==> src/design/ddci_pkg.sv <==
// Package with constants, register map and states of the drive command interface.
package ddci_pkg;

    // ==========================================================
    // Clock and link timing
    // ==========================================================
    localparam int unsigned CLK_PERIOD_NS    = 50;
    localparam int unsigned CLK_RATE_KHZ     = 20000;
    localparam int unsigned PLO_RATE_KHZ     = 1900;
    localparam int unsigned PLO_HALF_CYC     = CLK_RATE_KHZ / (2 * PLO_RATE_KHZ);
    localparam int unsigned INDEX_MAX_NS     = 17000000;
    localparam int unsigned INDEX_TIMEOUT_DEF = INDEX_MAX_NS / CLK_PERIOD_NS;
    localparam int unsigned IDX_CNT_W        = 20;
    localparam int unsigned DIV_W            = 4;
    localparam int unsigned TMR_W            = 16;

    // ==========================================================
    // Register map
    // ==========================================================
    localparam logic [7:0]  REG_CTRL         = 8'h00;
    localparam logic [7:0]  REG_MOTION       = 8'h04;
    localparam logic [7:0]  REG_STATUS       = 8'h08;
    localparam logic [7:0]  REG_HEAD         = 8'h0C;
    localparam int unsigned CTRL_SEEK_FAIL   = 0;
    localparam int unsigned CTRL_SOFT_INIT   = 1;
    localparam logic [15:0] MOTION_RST       = 16'h0040;
    localparam logic [4:0]  SERVO_HEAD       = 5'h1F;
    localparam logic [2:0]  CYL_ZERO         = 3'h0;

    // ==========================================================
    // Synchroniser vector layout
    // ==========================================================
    localparam int unsigned SY_GO     = 0;
    localparam int unsigned SY_OFFMD  = 1;
    localparam int unsigned SY_OFFRST = 2;
    localparam int unsigned SY_RECAL  = 3;
    localparam int unsigned SY_INIT   = 4;
    localparam int unsigned SY_STBY   = 5;
    localparam int unsigned SY_WCMD   = 6;
    localparam int unsigned SY_RCMD   = 7;
    localparam int unsigned SY_LPERM  = 8;
    localparam int unsigned SY_CHAIN  = 9;
    localparam int unsigned SY_SEQEN  = 10;
    localparam int unsigned SY_LAMPA  = 11;
    localparam int unsigned SY_LAMPB  = 12;
    localparam int unsigned SY_START  = 13;
    localparam int unsigned SY_PACK   = 14;
    localparam int unsigned SY_DOOR   = 15;
    localparam int unsigned SY_WSTRB  = 16;
    localparam int unsigned SY_WDATA  = 17;
    localparam int unsigned SY_RDCH   = 18;
    localparam int unsigned SY_INDEX  = 19;
    localparam int unsigned SY_ABN    = 20;
    localparam int unsigned SY_UPSPD  = 21;
    localparam int unsigned SY_HOME   = 22;
    localparam int unsigned SY_HEAD   = 23;
    localparam int unsigned SY_CYL    = 28;
    localparam int unsigned SY_W      = 31;

    typedef enum logic [3:0] {
        ST_IDLE, ST_SPINUP, ST_SPUN, ST_LOADING, ST_READY, ST_SEEK, ST_OFFSETTING,
        ST_OFFSET_HELD, ST_CENTERING, ST_RECAL, ST_STBY, ST_RETRACT
    } ddci_state_t;

endpackage

==> src/design/ddci_top.sv <==
// Drive-side command interface: sequencing, positioning commands, data path and register bus.
//
// The placing of the registers and the AHB-Lite register port were chosen for this implementation.
`timescale 1ns/1ps
module ddci_top
    import ddci_pkg::*;
#(
    parameter int unsigned INDEX_TIMEOUT_CYC = ddci_pkg::INDEX_TIMEOUT_DEF
) (
    input  wire logic        clk,
    input  wire logic        rstn,
    input  wire logic        hsel,
    input  wire logic [31:0] haddr,
    input  wire logic [1:0]  htrans,
    input  wire logic        hwrite,
    input  wire logic [2:0]  hsize,
    input  wire logic [31:0] hwdata,
    input  wire logic        hready,
    output logic             hreadyout,
    output logic             hresp,
    output logic [31:0]      hrdata,
    input  wire logic        go_pulse,
    input  wire logic        offset_mode,
    input  wire logic        offset_reset_pulse,
    input  wire logic        recal_req,
    input  wire logic        dev_init_pulse,
    input  wire logic        standby_req,
    input  wire logic        write_cmd,
    input  wire logic        read_cmd,
    input  wire logic        load_permit_in,
    input  wire logic        powerup_chain_in,
    input  wire logic        seq_enable_in,
    input  wire logic        port_a_lamp_in,
    input  wire logic        port_b_lamp_in,
    input  wire logic        start_switch,
    input  wire logic        pack_present,
    input  wire logic        door_closed,
    input  wire logic        write_strobe,
    input  wire logic        rw_data_i,
    input  wire logic        read_channel_in,
    input  wire logic        index_pulse,
    input  wire logic        abnormal_cause,
    input  wire logic        upspeed_reached,
    input  wire logic        heads_home,
    input  wire logic [4:0]  head_sel_in,
    input  wire logic [2:0]  cyl_high_in,
    output logic             file_ready,
    output logic             offset_ready,
    output logic             on_line,
    output logic             heads_retracted,
    output logic             seq_enable_out,
    output logic             standby_lamp,
    output logic             ready_lamp,
    output logic             port_a_lamp,
    output logic             port_b_lamp,
    output logic             retract_drive,
    output logic             brake,
    output logic             index_error,
    output logic             abnormal_stop,
    output logic             seek_incomplete,
    output logic             write_enable,
    output logic             read_enable,
    output logic [4:0]       head_select,
    output logic [2:0]       write_current,
    output logic [9:0]       offset_value,
    output logic             write_data,
    output logic             rw_data_o,
    output logic             rw_data_oe,
    output logic             read_strobe,
    output logic             pack_locked_clock
);
    import ddci_pkg::*;

    // ==========================================================
    // Input synchronisers and edge detection
    // ==========================================================
    logic [SY_W-1:0] async_in;
    logic [SY_W-1:0] meta_ff;
    logic [SY_W-1:0] sync_ff;
    logic [SY_W-1:0] prev_ff;
    logic [SY_W-1:0] rise;

    assign async_in = {cyl_high_in, head_sel_in, heads_home, upspeed_reached, abnormal_cause,
                       index_pulse, read_channel_in, rw_data_i, write_strobe, door_closed,
                       pack_present, start_switch, port_b_lamp_in, port_a_lamp_in,
                       seq_enable_in, powerup_chain_in, load_permit_in, read_cmd, write_cmd,
                       standby_req, dev_init_pulse, recal_req, offset_reset_pulse,
                       offset_mode, go_pulse};

    genvar gi;
    generate
        for (gi = 0; gi < SY_W; gi++) begin : g_sync
            always_ff @(posedge clk or negedge rstn) begin
                if (!rstn) begin
                    meta_ff[gi] <= 1'b0;
                    sync_ff[gi] <= 1'b0;
                    prev_ff[gi] <= 1'b0;
                end else begin
                    meta_ff[gi] <= async_in[gi];
                    sync_ff[gi] <= meta_ff[gi];
                    prev_ff[gi] <= sync_ff[gi];
                end
            end
            assign rise[gi] = sync_ff[gi] & ~prev_ff[gi];
        end
    endgenerate

    logic go_ev, offrst_ev, recal_ev, stby_ev, chain_ev, start_ev, init_ev;
    assign go_ev     = rise[SY_GO];
    assign offrst_ev = rise[SY_OFFRST];
    assign recal_ev  = rise[SY_RECAL];
    assign stby_ev   = rise[SY_STBY];
    assign chain_ev  = rise[SY_CHAIN];
    assign start_ev  = rise[SY_START];

    // ==========================================================
    // AHB-Lite slave, zero wait states
    // ==========================================================
    logic              wr_pend_ff;
    logic [7:0]        wr_addr_ff;
    logic [TMR_W-1:0]  motion_ff;
    logic              seek_fail_req;
    logic              soft_init;
    logic              addr_ok;
    logic [31:0]       rd_value;

    assign hreadyout = 1'b1;
    assign hresp     = 1'b0;
    assign addr_ok   = hsel && htrans[1] && hready;
    assign seek_fail_req = wr_pend_ff && (wr_addr_ff == REG_CTRL) && hwdata[CTRL_SEEK_FAIL];
    assign soft_init     = wr_pend_ff && (wr_addr_ff == REG_CTRL) && hwdata[CTRL_SOFT_INIT];
    assign init_ev       = rise[SY_INIT] || soft_init;

    always_ff @(posedge clk or negedge rstn) begin
        if (!rstn) begin
            wr_pend_ff <= 1'b0;
            wr_addr_ff <= 8'h00;
        end else begin
            wr_pend_ff <= addr_ok && hwrite;
            wr_addr_ff <= haddr[7:0];
        end
    end

    always_ff @(posedge clk or negedge rstn) begin
        if (!rstn) begin
            motion_ff <= MOTION_RST;
        end else if (wr_pend_ff && wr_addr_ff == REG_MOTION) begin
            motion_ff <= hwdata[TMR_W-1:0];
        end
    end

    ddci_state_t state_ff, nxt_state;

    always_comb begin
        rd_value = 32'h0000_0000;
        case (haddr[7:0])
            REG_MOTION: rd_value = {16'h0000, motion_ff};
            REG_STATUS: rd_value = {16'h0000, 4'(state_ff), index_error, abnormal_stop,
                                    seek_incomplete, offset_ready, file_ready, on_line,
                                    heads_retracted, standby_lamp, seq_enable_out,
                                    write_enable, read_enable, brake};
            REG_HEAD:   rd_value = {14'h0000, offset_value, head_select, write_current};
            default:    rd_value = 32'h0000_0000;
        endcase
    end

    always_ff @(posedge clk or negedge rstn) begin
        if (!rstn) begin
            hrdata <= 32'h0000_0000;
        end else if (addr_ok && !hwrite) begin
            hrdata <= rd_value;
        end
    end

    // ==========================================================
    // Motion timer and operating sequence
    // ==========================================================
    logic [TMR_W-1:0] tmr_ff;
    logic             tmr_done;
    logic             standby_ff;
    logic             auto_recal_ff;
    logic             loaded_state;
    logic             can_start;

    assign tmr_done  = (tmr_ff == TMR_W'(0));
    assign can_start = sync_ff[SY_LPERM] && sync_ff[SY_CHAIN] && sync_ff[SY_SEQEN] &&
                       sync_ff[SY_PACK] && sync_ff[SY_DOOR];
    assign loaded_state = (state_ff == ST_READY) || (state_ff == ST_SEEK) ||
                          (state_ff == ST_OFFSETTING) || (state_ff == ST_OFFSET_HELD) ||
                          (state_ff == ST_CENTERING) || (state_ff == ST_RECAL) ||
                          (state_ff == ST_LOADING);

    always_comb begin
        nxt_state = state_ff;
        case (state_ff)
            ST_IDLE: begin
                if (standby_ff && start_ev && can_start) begin
                    nxt_state = ST_SPINUP;
                end else if (!standby_ff && chain_ev && sync_ff[SY_SEQEN] &&
                             sync_ff[SY_PACK] && sync_ff[SY_DOOR]) begin
                    nxt_state = ST_SPINUP;
                end
            end
            ST_SPINUP: if (sync_ff[SY_UPSPD]) begin
                nxt_state = ST_SPUN;
            end
            ST_SPUN: if (sync_ff[SY_LPERM] && !abnormal_stop) begin
                nxt_state = ST_LOADING;
            end
            ST_LOADING: if (tmr_done) begin
                nxt_state = ST_READY;
            end
            ST_READY, ST_OFFSET_HELD: begin
                if (go_ev) begin
                    nxt_state = sync_ff[SY_OFFMD] ? ST_OFFSETTING : ST_SEEK;
                end else if (offrst_ev && sync_ff[SY_OFFMD] && state_ff == ST_OFFSET_HELD) begin
                    nxt_state = ST_CENTERING;
                end else if (recal_ev || seek_fail_req) begin
                    nxt_state = ST_RECAL;
                end
            end
            ST_SEEK, ST_CENTERING, ST_RECAL: if (tmr_done) begin
                nxt_state = ST_READY;
            end
            ST_OFFSETTING: if (tmr_done) begin
                nxt_state = ST_OFFSET_HELD;
            end
            ST_STBY: nxt_state = ST_RETRACT;
            ST_RETRACT: if (sync_ff[SY_HOME]) begin
                nxt_state = standby_ff ? ST_IDLE : ST_SPUN;
            end
            default: nxt_state = ST_IDLE;
        endcase
        // Standby and loss of load permit take precedence over any motion in progress.
        if (loaded_state && stby_ev) begin
            nxt_state = ST_STBY;
        end else if (loaded_state && (!sync_ff[SY_LPERM] || abnormal_stop)) begin
            nxt_state = ST_RETRACT;
        end else if ((state_ff == ST_SPUN || state_ff == ST_SPINUP) && stby_ev) begin
            nxt_state = ST_RETRACT;
        end
    end

    always_ff @(posedge clk or negedge rstn) begin
        if (!rstn) begin
            state_ff <= ST_IDLE;
        end else begin
            state_ff <= nxt_state;
        end
    end

    always_ff @(posedge clk or negedge rstn) begin
        if (!rstn) begin
            tmr_ff <= TMR_W'(0);
        end else if (nxt_state != state_ff) begin
            tmr_ff <= motion_ff;
        end else if (!tmr_done) begin
            tmr_ff <= tmr_ff - TMR_W'(1);
        end
    end

    always_ff @(posedge clk or negedge rstn) begin
        if (!rstn) begin
            standby_ff <= 1'b0;
        end else if (stby_ev && state_ff != ST_IDLE) begin
            standby_ff <= 1'b1;
        end else if (state_ff == ST_IDLE && nxt_state == ST_SPINUP) begin
            standby_ff <= 1'b0;
        end
    end

    // Outputs follow the next state so that they change on the same edge as the state.
    always_ff @(posedge clk or negedge rstn) begin
        if (!rstn) begin
            file_ready      <= 1'b0;
            offset_ready    <= 1'b0;
            on_line         <= 1'b0;
            heads_retracted <= 1'b1;
            seq_enable_out  <= 1'b1;
            retract_drive   <= 1'b0;
            brake           <= 1'b0;
        end else begin
            file_ready      <= (nxt_state == ST_READY) || (nxt_state == ST_OFFSET_HELD) ||
                               (nxt_state == ST_STBY);
            offset_ready    <= (nxt_state == ST_OFFSET_HELD);
            on_line         <= (nxt_state != ST_IDLE) && (nxt_state != ST_SPINUP) &&
                               (nxt_state != ST_SPUN) && (nxt_state != ST_RETRACT) &&
                               (nxt_state != ST_LOADING);
            heads_retracted <= (nxt_state == ST_IDLE) || (nxt_state == ST_SPINUP) ||
                               (nxt_state == ST_SPUN);
            seq_enable_out  <= (nxt_state != ST_SPINUP);
            retract_drive   <= (nxt_state == ST_RETRACT);
            brake           <= (nxt_state == ST_IDLE) && standby_ff;
        end
    end

    assign standby_lamp = standby_ff;
    assign ready_lamp   = file_ready;
    assign port_a_lamp  = sync_ff[SY_LAMPA];
    assign port_b_lamp  = sync_ff[SY_LAMPB];

    // ==========================================================
    // Error latches
    // ==========================================================
    logic [IDX_CNT_W-1:0] idx_cnt_ff;

    always_ff @(posedge clk or negedge rstn) begin
        if (!rstn) begin
            idx_cnt_ff  <= IDX_CNT_W'(0);
            index_error <= 1'b0;
        end else begin
            if (rise[SY_INDEX] || state_ff == ST_IDLE) begin
                idx_cnt_ff <= IDX_CNT_W'(0);
            end else if (idx_cnt_ff != IDX_CNT_W'(INDEX_TIMEOUT_CYC)) begin
                idx_cnt_ff <= idx_cnt_ff + IDX_CNT_W'(1);
            end
            // A missing index sets the flag; a fresh index pulse clears it.
            if (idx_cnt_ff == IDX_CNT_W'(INDEX_TIMEOUT_CYC) - IDX_CNT_W'(1) &&
                !rise[SY_INDEX]) begin
                index_error <= 1'b1;
            end else if (rise[SY_INDEX] || init_ev) begin
                index_error <= 1'b0;
            end
        end
    end

    always_ff @(posedge clk or negedge rstn) begin
        if (!rstn) begin
            abnormal_stop <= 1'b0;
        end else if (sync_ff[SY_ABN]) begin
            abnormal_stop <= 1'b1;
        end else if (sync_ff[SY_START] || init_ev) begin
            abnormal_stop <= 1'b0;
        end
    end

    always_ff @(posedge clk or negedge rstn) begin
        if (!rstn) begin
            seek_incomplete <= 1'b0;
            auto_recal_ff   <= 1'b0;
        end else if (seek_fail_req) begin
            seek_incomplete <= 1'b1;
            auto_recal_ff   <= 1'b1;
        end else if (init_ev) begin
            seek_incomplete <= 1'b0;
            auto_recal_ff   <= 1'b0;
        end else if (auto_recal_ff && state_ff == ST_RECAL && tmr_done) begin
            seek_incomplete <= 1'b0;
            auto_recal_ff   <= 1'b0;
        end
    end

    // ==========================================================
    // Command arguments, head and write current
    // ==========================================================
    logic head_ok;

    always_ff @(posedge clk or negedge rstn) begin
        if (!rstn) begin
            write_current <= CYL_ZERO;
            offset_value  <= 10'h000;
        end else if (init_ev || nxt_state == ST_RECAL) begin
            write_current <= ~CYL_ZERO;
            offset_value  <= 10'h000;
        end else if (go_ev && (state_ff == ST_READY || state_ff == ST_OFFSET_HELD)) begin
            // Inner cylinders carry higher addresses and take less current.
            write_current <= ~sync_ff[SY_CYL +: 3];
            if (sync_ff[SY_OFFMD]) begin
                offset_value <= motion_ff[9:0];
            end
        end
    end

    always_ff @(posedge clk or negedge rstn) begin
        if (!rstn) begin
            head_select <= 5'h00;
        end else begin
            head_select <= sync_ff[SY_HEAD +: 5];
        end
    end

    assign head_ok = (head_select != SERVO_HEAD);

    always_ff @(posedge clk or negedge rstn) begin
        if (!rstn) begin
            write_enable <= 1'b0;
            read_enable  <= 1'b0;
        end else begin
            // Both commands at once is unsafe, so neither channel is enabled.
            write_enable <= sync_ff[SY_WCMD] && !sync_ff[SY_RCMD] && on_line &&
                            head_ok;
            read_enable  <= sync_ff[SY_RCMD] && !sync_ff[SY_WCMD] && on_line &&
                            head_ok;
        end
    end

    // ==========================================================
    // Locked clock, strobes and serial data
    // ==========================================================
    logic [DIV_W-1:0] div_ff;
    logic             phase_ff;
    logic             half_tick;

    assign half_tick = (div_ff == DIV_W'(PLO_HALF_CYC - 1));

    always_ff @(posedge clk or negedge rstn) begin
        if (!rstn) begin
            div_ff   <= DIV_W'(0);
            phase_ff <= 1'b0;
        end else if (half_tick) begin
            div_ff   <= DIV_W'(0);
            phase_ff <= ~phase_ff;
        end else begin
            div_ff <= div_ff + DIV_W'(1);
        end
    end

    always_ff @(posedge clk or negedge rstn) begin
        if (!rstn) begin
            pack_locked_clock <= 1'b0;
            read_strobe       <= 1'b0;
        end else begin
            pack_locked_clock <= phase_ff && write_enable;
            read_strobe       <= phase_ff && read_enable;
        end
    end

    always_ff @(posedge clk or negedge rstn) begin
        if (!rstn) begin
            rw_data_o  <= 1'b0;
            rw_data_oe <= 1'b0;
        end else begin
            rw_data_oe <= read_enable;
            // New read bit goes out as the strobe falls, so it is settled at the rise.
            if (read_strobe && !phase_ff) begin
                rw_data_o <= sync_ff[SY_RDCH];
            end
        end
    end

    always_ff @(posedge clk or negedge rstn) begin
        if (!rstn) begin
            write_data <= 1'b0;
        end else if (rise[SY_WSTRB] && write_enable) begin
            write_data <= sync_ff[SY_WDATA];
        end
    end

endmodule // ddci_top

==> config.mk <==
export PLATFORM = sky130hd
export DESIGN_NAME = ddci_top
export DESIGN_NICKNAME = d
export VERILOG_FILES = /design/src/design/ddci_pkg.sv /design/src/design/ddci_top.sv
export SDC_FILE = /design/constraint.sdc
export NUM_CORES = 1
export LEC_CHECK = 0
export BUFFER_PORTS_ARGS = -buffer_cell sky130_fd_sc_hd__buf_2
export CAP_MARGIN = 20
export CORE_MARGIN = 1.5
export CORE_UTILIZATION = 58
export DETAILED_ROUTE_END_ITERATION = 7
export PLACE_DENSITY = 0.95
export SLEW_MARGIN = 40
export SYNTH_ARGS = -nofsm -noshare
export SYNTH_HDL_FRONTEND = slang
export SYNTH_SLANG_ARGS = --single-unit
export TNS_END_PERCENT = 50
==> constraint.sdc <==
create_clock -name clk -period 9.15 [get_ports clk]
set_clock_uncertainty 0.1 [all_clocks]
set_input_delay 0.4575 -clock clk [delete_from_list [all_inputs] [get_ports clk]]
set_output_delay 0.4575 -clock clk [all_outputs]
set_load 0.1 [all_outputs]
==> flow_summary.json <==
{
  "holdPathStages": 1,
  "hpwlAfterDp_um": 11500,
  "final_util_pct": 69.6,
  "cp-end-kind": "flip-flop",
  "grt_pass1_wl_um": 27600,
  "synthTopCellsByArea": "dfrtp_1 (60%), mux2_2 (5.6%), nand2_1 (3.5%)",
  "io_buffers": 117,
  "fin_ws_ps": 5320,
  "grt-ovfl-total": 0,
  "clkTransAtPathRegs_ps": 80,
  "fin_nets": 907,
  "cts_buffers": 17,
  "outcome": "finished clean",
  "syn_area_um2": 8050,
  "io_pins": 178,
  "drtAntennaViolNets": 0,
  "htree_num_levels": 4,
  "arrival_ps": 4040,
  "die_h_um": 121,
  "core_area_um2": 13400,
  "routedWlPerCell_um": 17.5,
  "syn_avg_cell_area_um2": 11.7,
  "areaGrowthSynthToFinish_pct": 15.8,
  "slew_violations": 0,
  "vdd_drop_max_v": 0.000187,
  "vias_per_cell": 5.72,
  "ff2ff_path_depth": 9,
  "cp_data_required_time_ps": 9360,
  "synth-edff-count": 0,
  "grt_pass1_vias": 5491,
  "row_count": 42,
  "insertion_delay_ps": 440,
  "power_density_nw_per_um2": 276,
  "cts_tree": "done",
  "p_leak_nw": 4.34,
  "worst_slew_pin_slew_ps": 847,
  "total_power_mw": 2.58,
  "ys_types": 61,
  "setup_viol": 0,
  "finalCriticalPeriod_ps": 3830,
  "max_cap_violations": 0,
  "gp_congestion": 0.938,
  "ys_ff_latch": 195,
  "antenna_cells": 0,
  "ys.warnings.count": 0,
  "hold_violations": 0,
  "synth_cells": 687,
  "placedCellCount": 953,
  "place_worst_setup_slack_ps": 5440,
  "fp.dieW_um": 121,
  "fin_tns_setup_ps": 0,
  "start_util_pct": 60.1,
  "synth_most_common_cell": "dfrtp_1",
  "fin_crit_sh_pct": 41.8,
  "drive_gt1_share_pct": 26.8,
  "max_freq_mhz": 261,
  "critPathMaxFanout": 18,
  "stdcell_count": 986,
  "drcViolationCount": 0,
  "ys.flop_type": "dfrtp_1",
  "yosysTopAreaCell": "dfrtp_1",
  "async_reset_ff_share_pct": 100,
  "yosys-top-cells-count": "dfrtp_1 (192), nand2_1 (76), nor2_1 (50)",
  "slew_headroom_pct": 43.2,
  "ys_seq_area_share_pct": 60.7,
  "cts-root-buf": "clkbuf_16",
  "hp-class": "in -> reg",
  "startpoint_type": "flip-flop",
  "die-area_um2": 14600,
  "clock_sinks": 195,
  "first_pass_iters": 6,
  "critPathKind": "reg -> reg",
  "cts.repair.resized": 0,
  "synth_top_area_share_pct": 59.7,
  "grt_use_total_pct": 25.0,
  "dr.first_iter.drc_count": 595,
  "grt_start_max_net_pins": 120,
  "antenna_found_initial": 0,
  "vias": 5644,
  "cts_buffer_depth": 2,
  "rsz0062_at_grt": "false",
  "wl_um": 17200
}
==> final timing paths <==
path	end	from	slack, ps
worst max-delay path	tmr_ff[0]	tmr_ff[0]	5320
worst min-delay path	meta_ff[22]	heads_home	20
worst max register to register	tmr_ff[0]	tmr_ff[0]	5320
worst min register to register	sync_ff[8]	meta_ff[8]	250
max in group asynchronous	idx_cnt_ff[13]	rstn	7350
min in group asynchronous	meta_ff[11]	rstn	480
==> where the power goes <==
| group | switching, mW | internal [mW] |
|---|---|---|
| Clock | 0.336 | 0.426 |
| Sequential | 0.113 | 0.957 |
| Combinational | 0.460 | 0.286 |
==> metal layers <==
metal	global-route usage, %	up-vias	wire length, um
met5	0	-	0
met4	11.5	0	516
met3	7.22	51	1220
met2	40.9	240	8630
met1	30.9	2767	6850
li1	-	2586	-
==> flip-flops by register name, summed over array words and instances, names as in the netlist, 4 cells and up <==
name	flops
idx_cnt_ff	20
meta_ff	31
head_select	5
wr_addr_ff	8
motion_ff	16
offset_value	10
tmr_ff	16
sync_ff	29
prev_ff	9
state_ff	4
div_ff	4
hrdata	18
==> kinds of logic after synthesis <==
| logic type | after synthesis | synth area share (%) |
|---|---|---|
| AO/OA/AOI/OAI | 110 | 9.03 |
| XOR/XNOR | 31 | 3.37 |
| adder cells (fa/ha/maj) | 5 | 0.777 |
| buffers and inverters | 61 | 3.95 |
| flip-flops | 195 | 60.7 |
| multiplexers | 52 | 7.71 |
| other | 2 | 0.0933 |
| AND/OR/NAND/NOR | 231 | 14.4 |
==> timing repair <==
action	CTS	global route
hold buffers	1	0
setup buffers	0	0
endpoints found under the hold margin	115	0
==> final cells by class <==
cell class                      count  area, um^2
Clock buffer                       19         453
Tap cell                          176         220
Timing Repair Buffer              121         639
Clock inverter                     13         159
Fill cell                         906        4080
Sequential cell                   195        4880
Multi-Input combinational cell    445        2910
Inverter                           17        63.8
==> cells in the final DEF (no fill, tap or decap), types with 4 or more instances in the layout <==
cell / netlist / routed
a21oi_1: 25 / 25
a22oi_1: 16 / 16
and2_1: 7 / 7
and3_1: 9 / 9
buf_2: 4 / 117
clkbuf_16: 0 / 18
clkinvlp_4: 0 / 4
conb_1: 2 / 16
dfrtp_1: 192 / 192
ha_1: 5 / 5
inv_1: 17 / 17
inv_6: 0 / 4
mux2_2: 40 / 40
mux2_4: 10 / 10
nand2_1: 76 / 76
nand2b_1: 6 / 6
nand3_1: 14 / 14
nand4_1: 4 / 4
nor2_1: 50 / 50
nor2b_1: 11 / 10
nor3_1: 14 / 14
nor4_1: 5 / 5
nor4b_1: 4 / 4
o211ai_1: 4 / 4
o21ai_0: 31 / 31
or3_1: 9 / 9
xnor2_1: 16 / 16
xor2_1: 15 / 15
==> metrics by stage <==
stage          hold WS (ps)  instance area [um^2]
2_1_floorplan          61.9                  8100
3_3_place_gp            232                  8680
3_5_place_dp            235                  8700
4_1_cts                6.41                  9320
5_1_grt               0.544                  9320
6_report               19.0                  9320
==> worst max-delay path, stage by stage (launching register included) <==
cell and delay, ps:
dfrtp_1 430, inv_1 80, ha_1 170, or3b_1 470, nor4_4 400, and2_1 660, o221ai_1 220, o311a_1 410
o2111ai_4 330, mux2_2 420
Power figures use the tool's default switching activity.
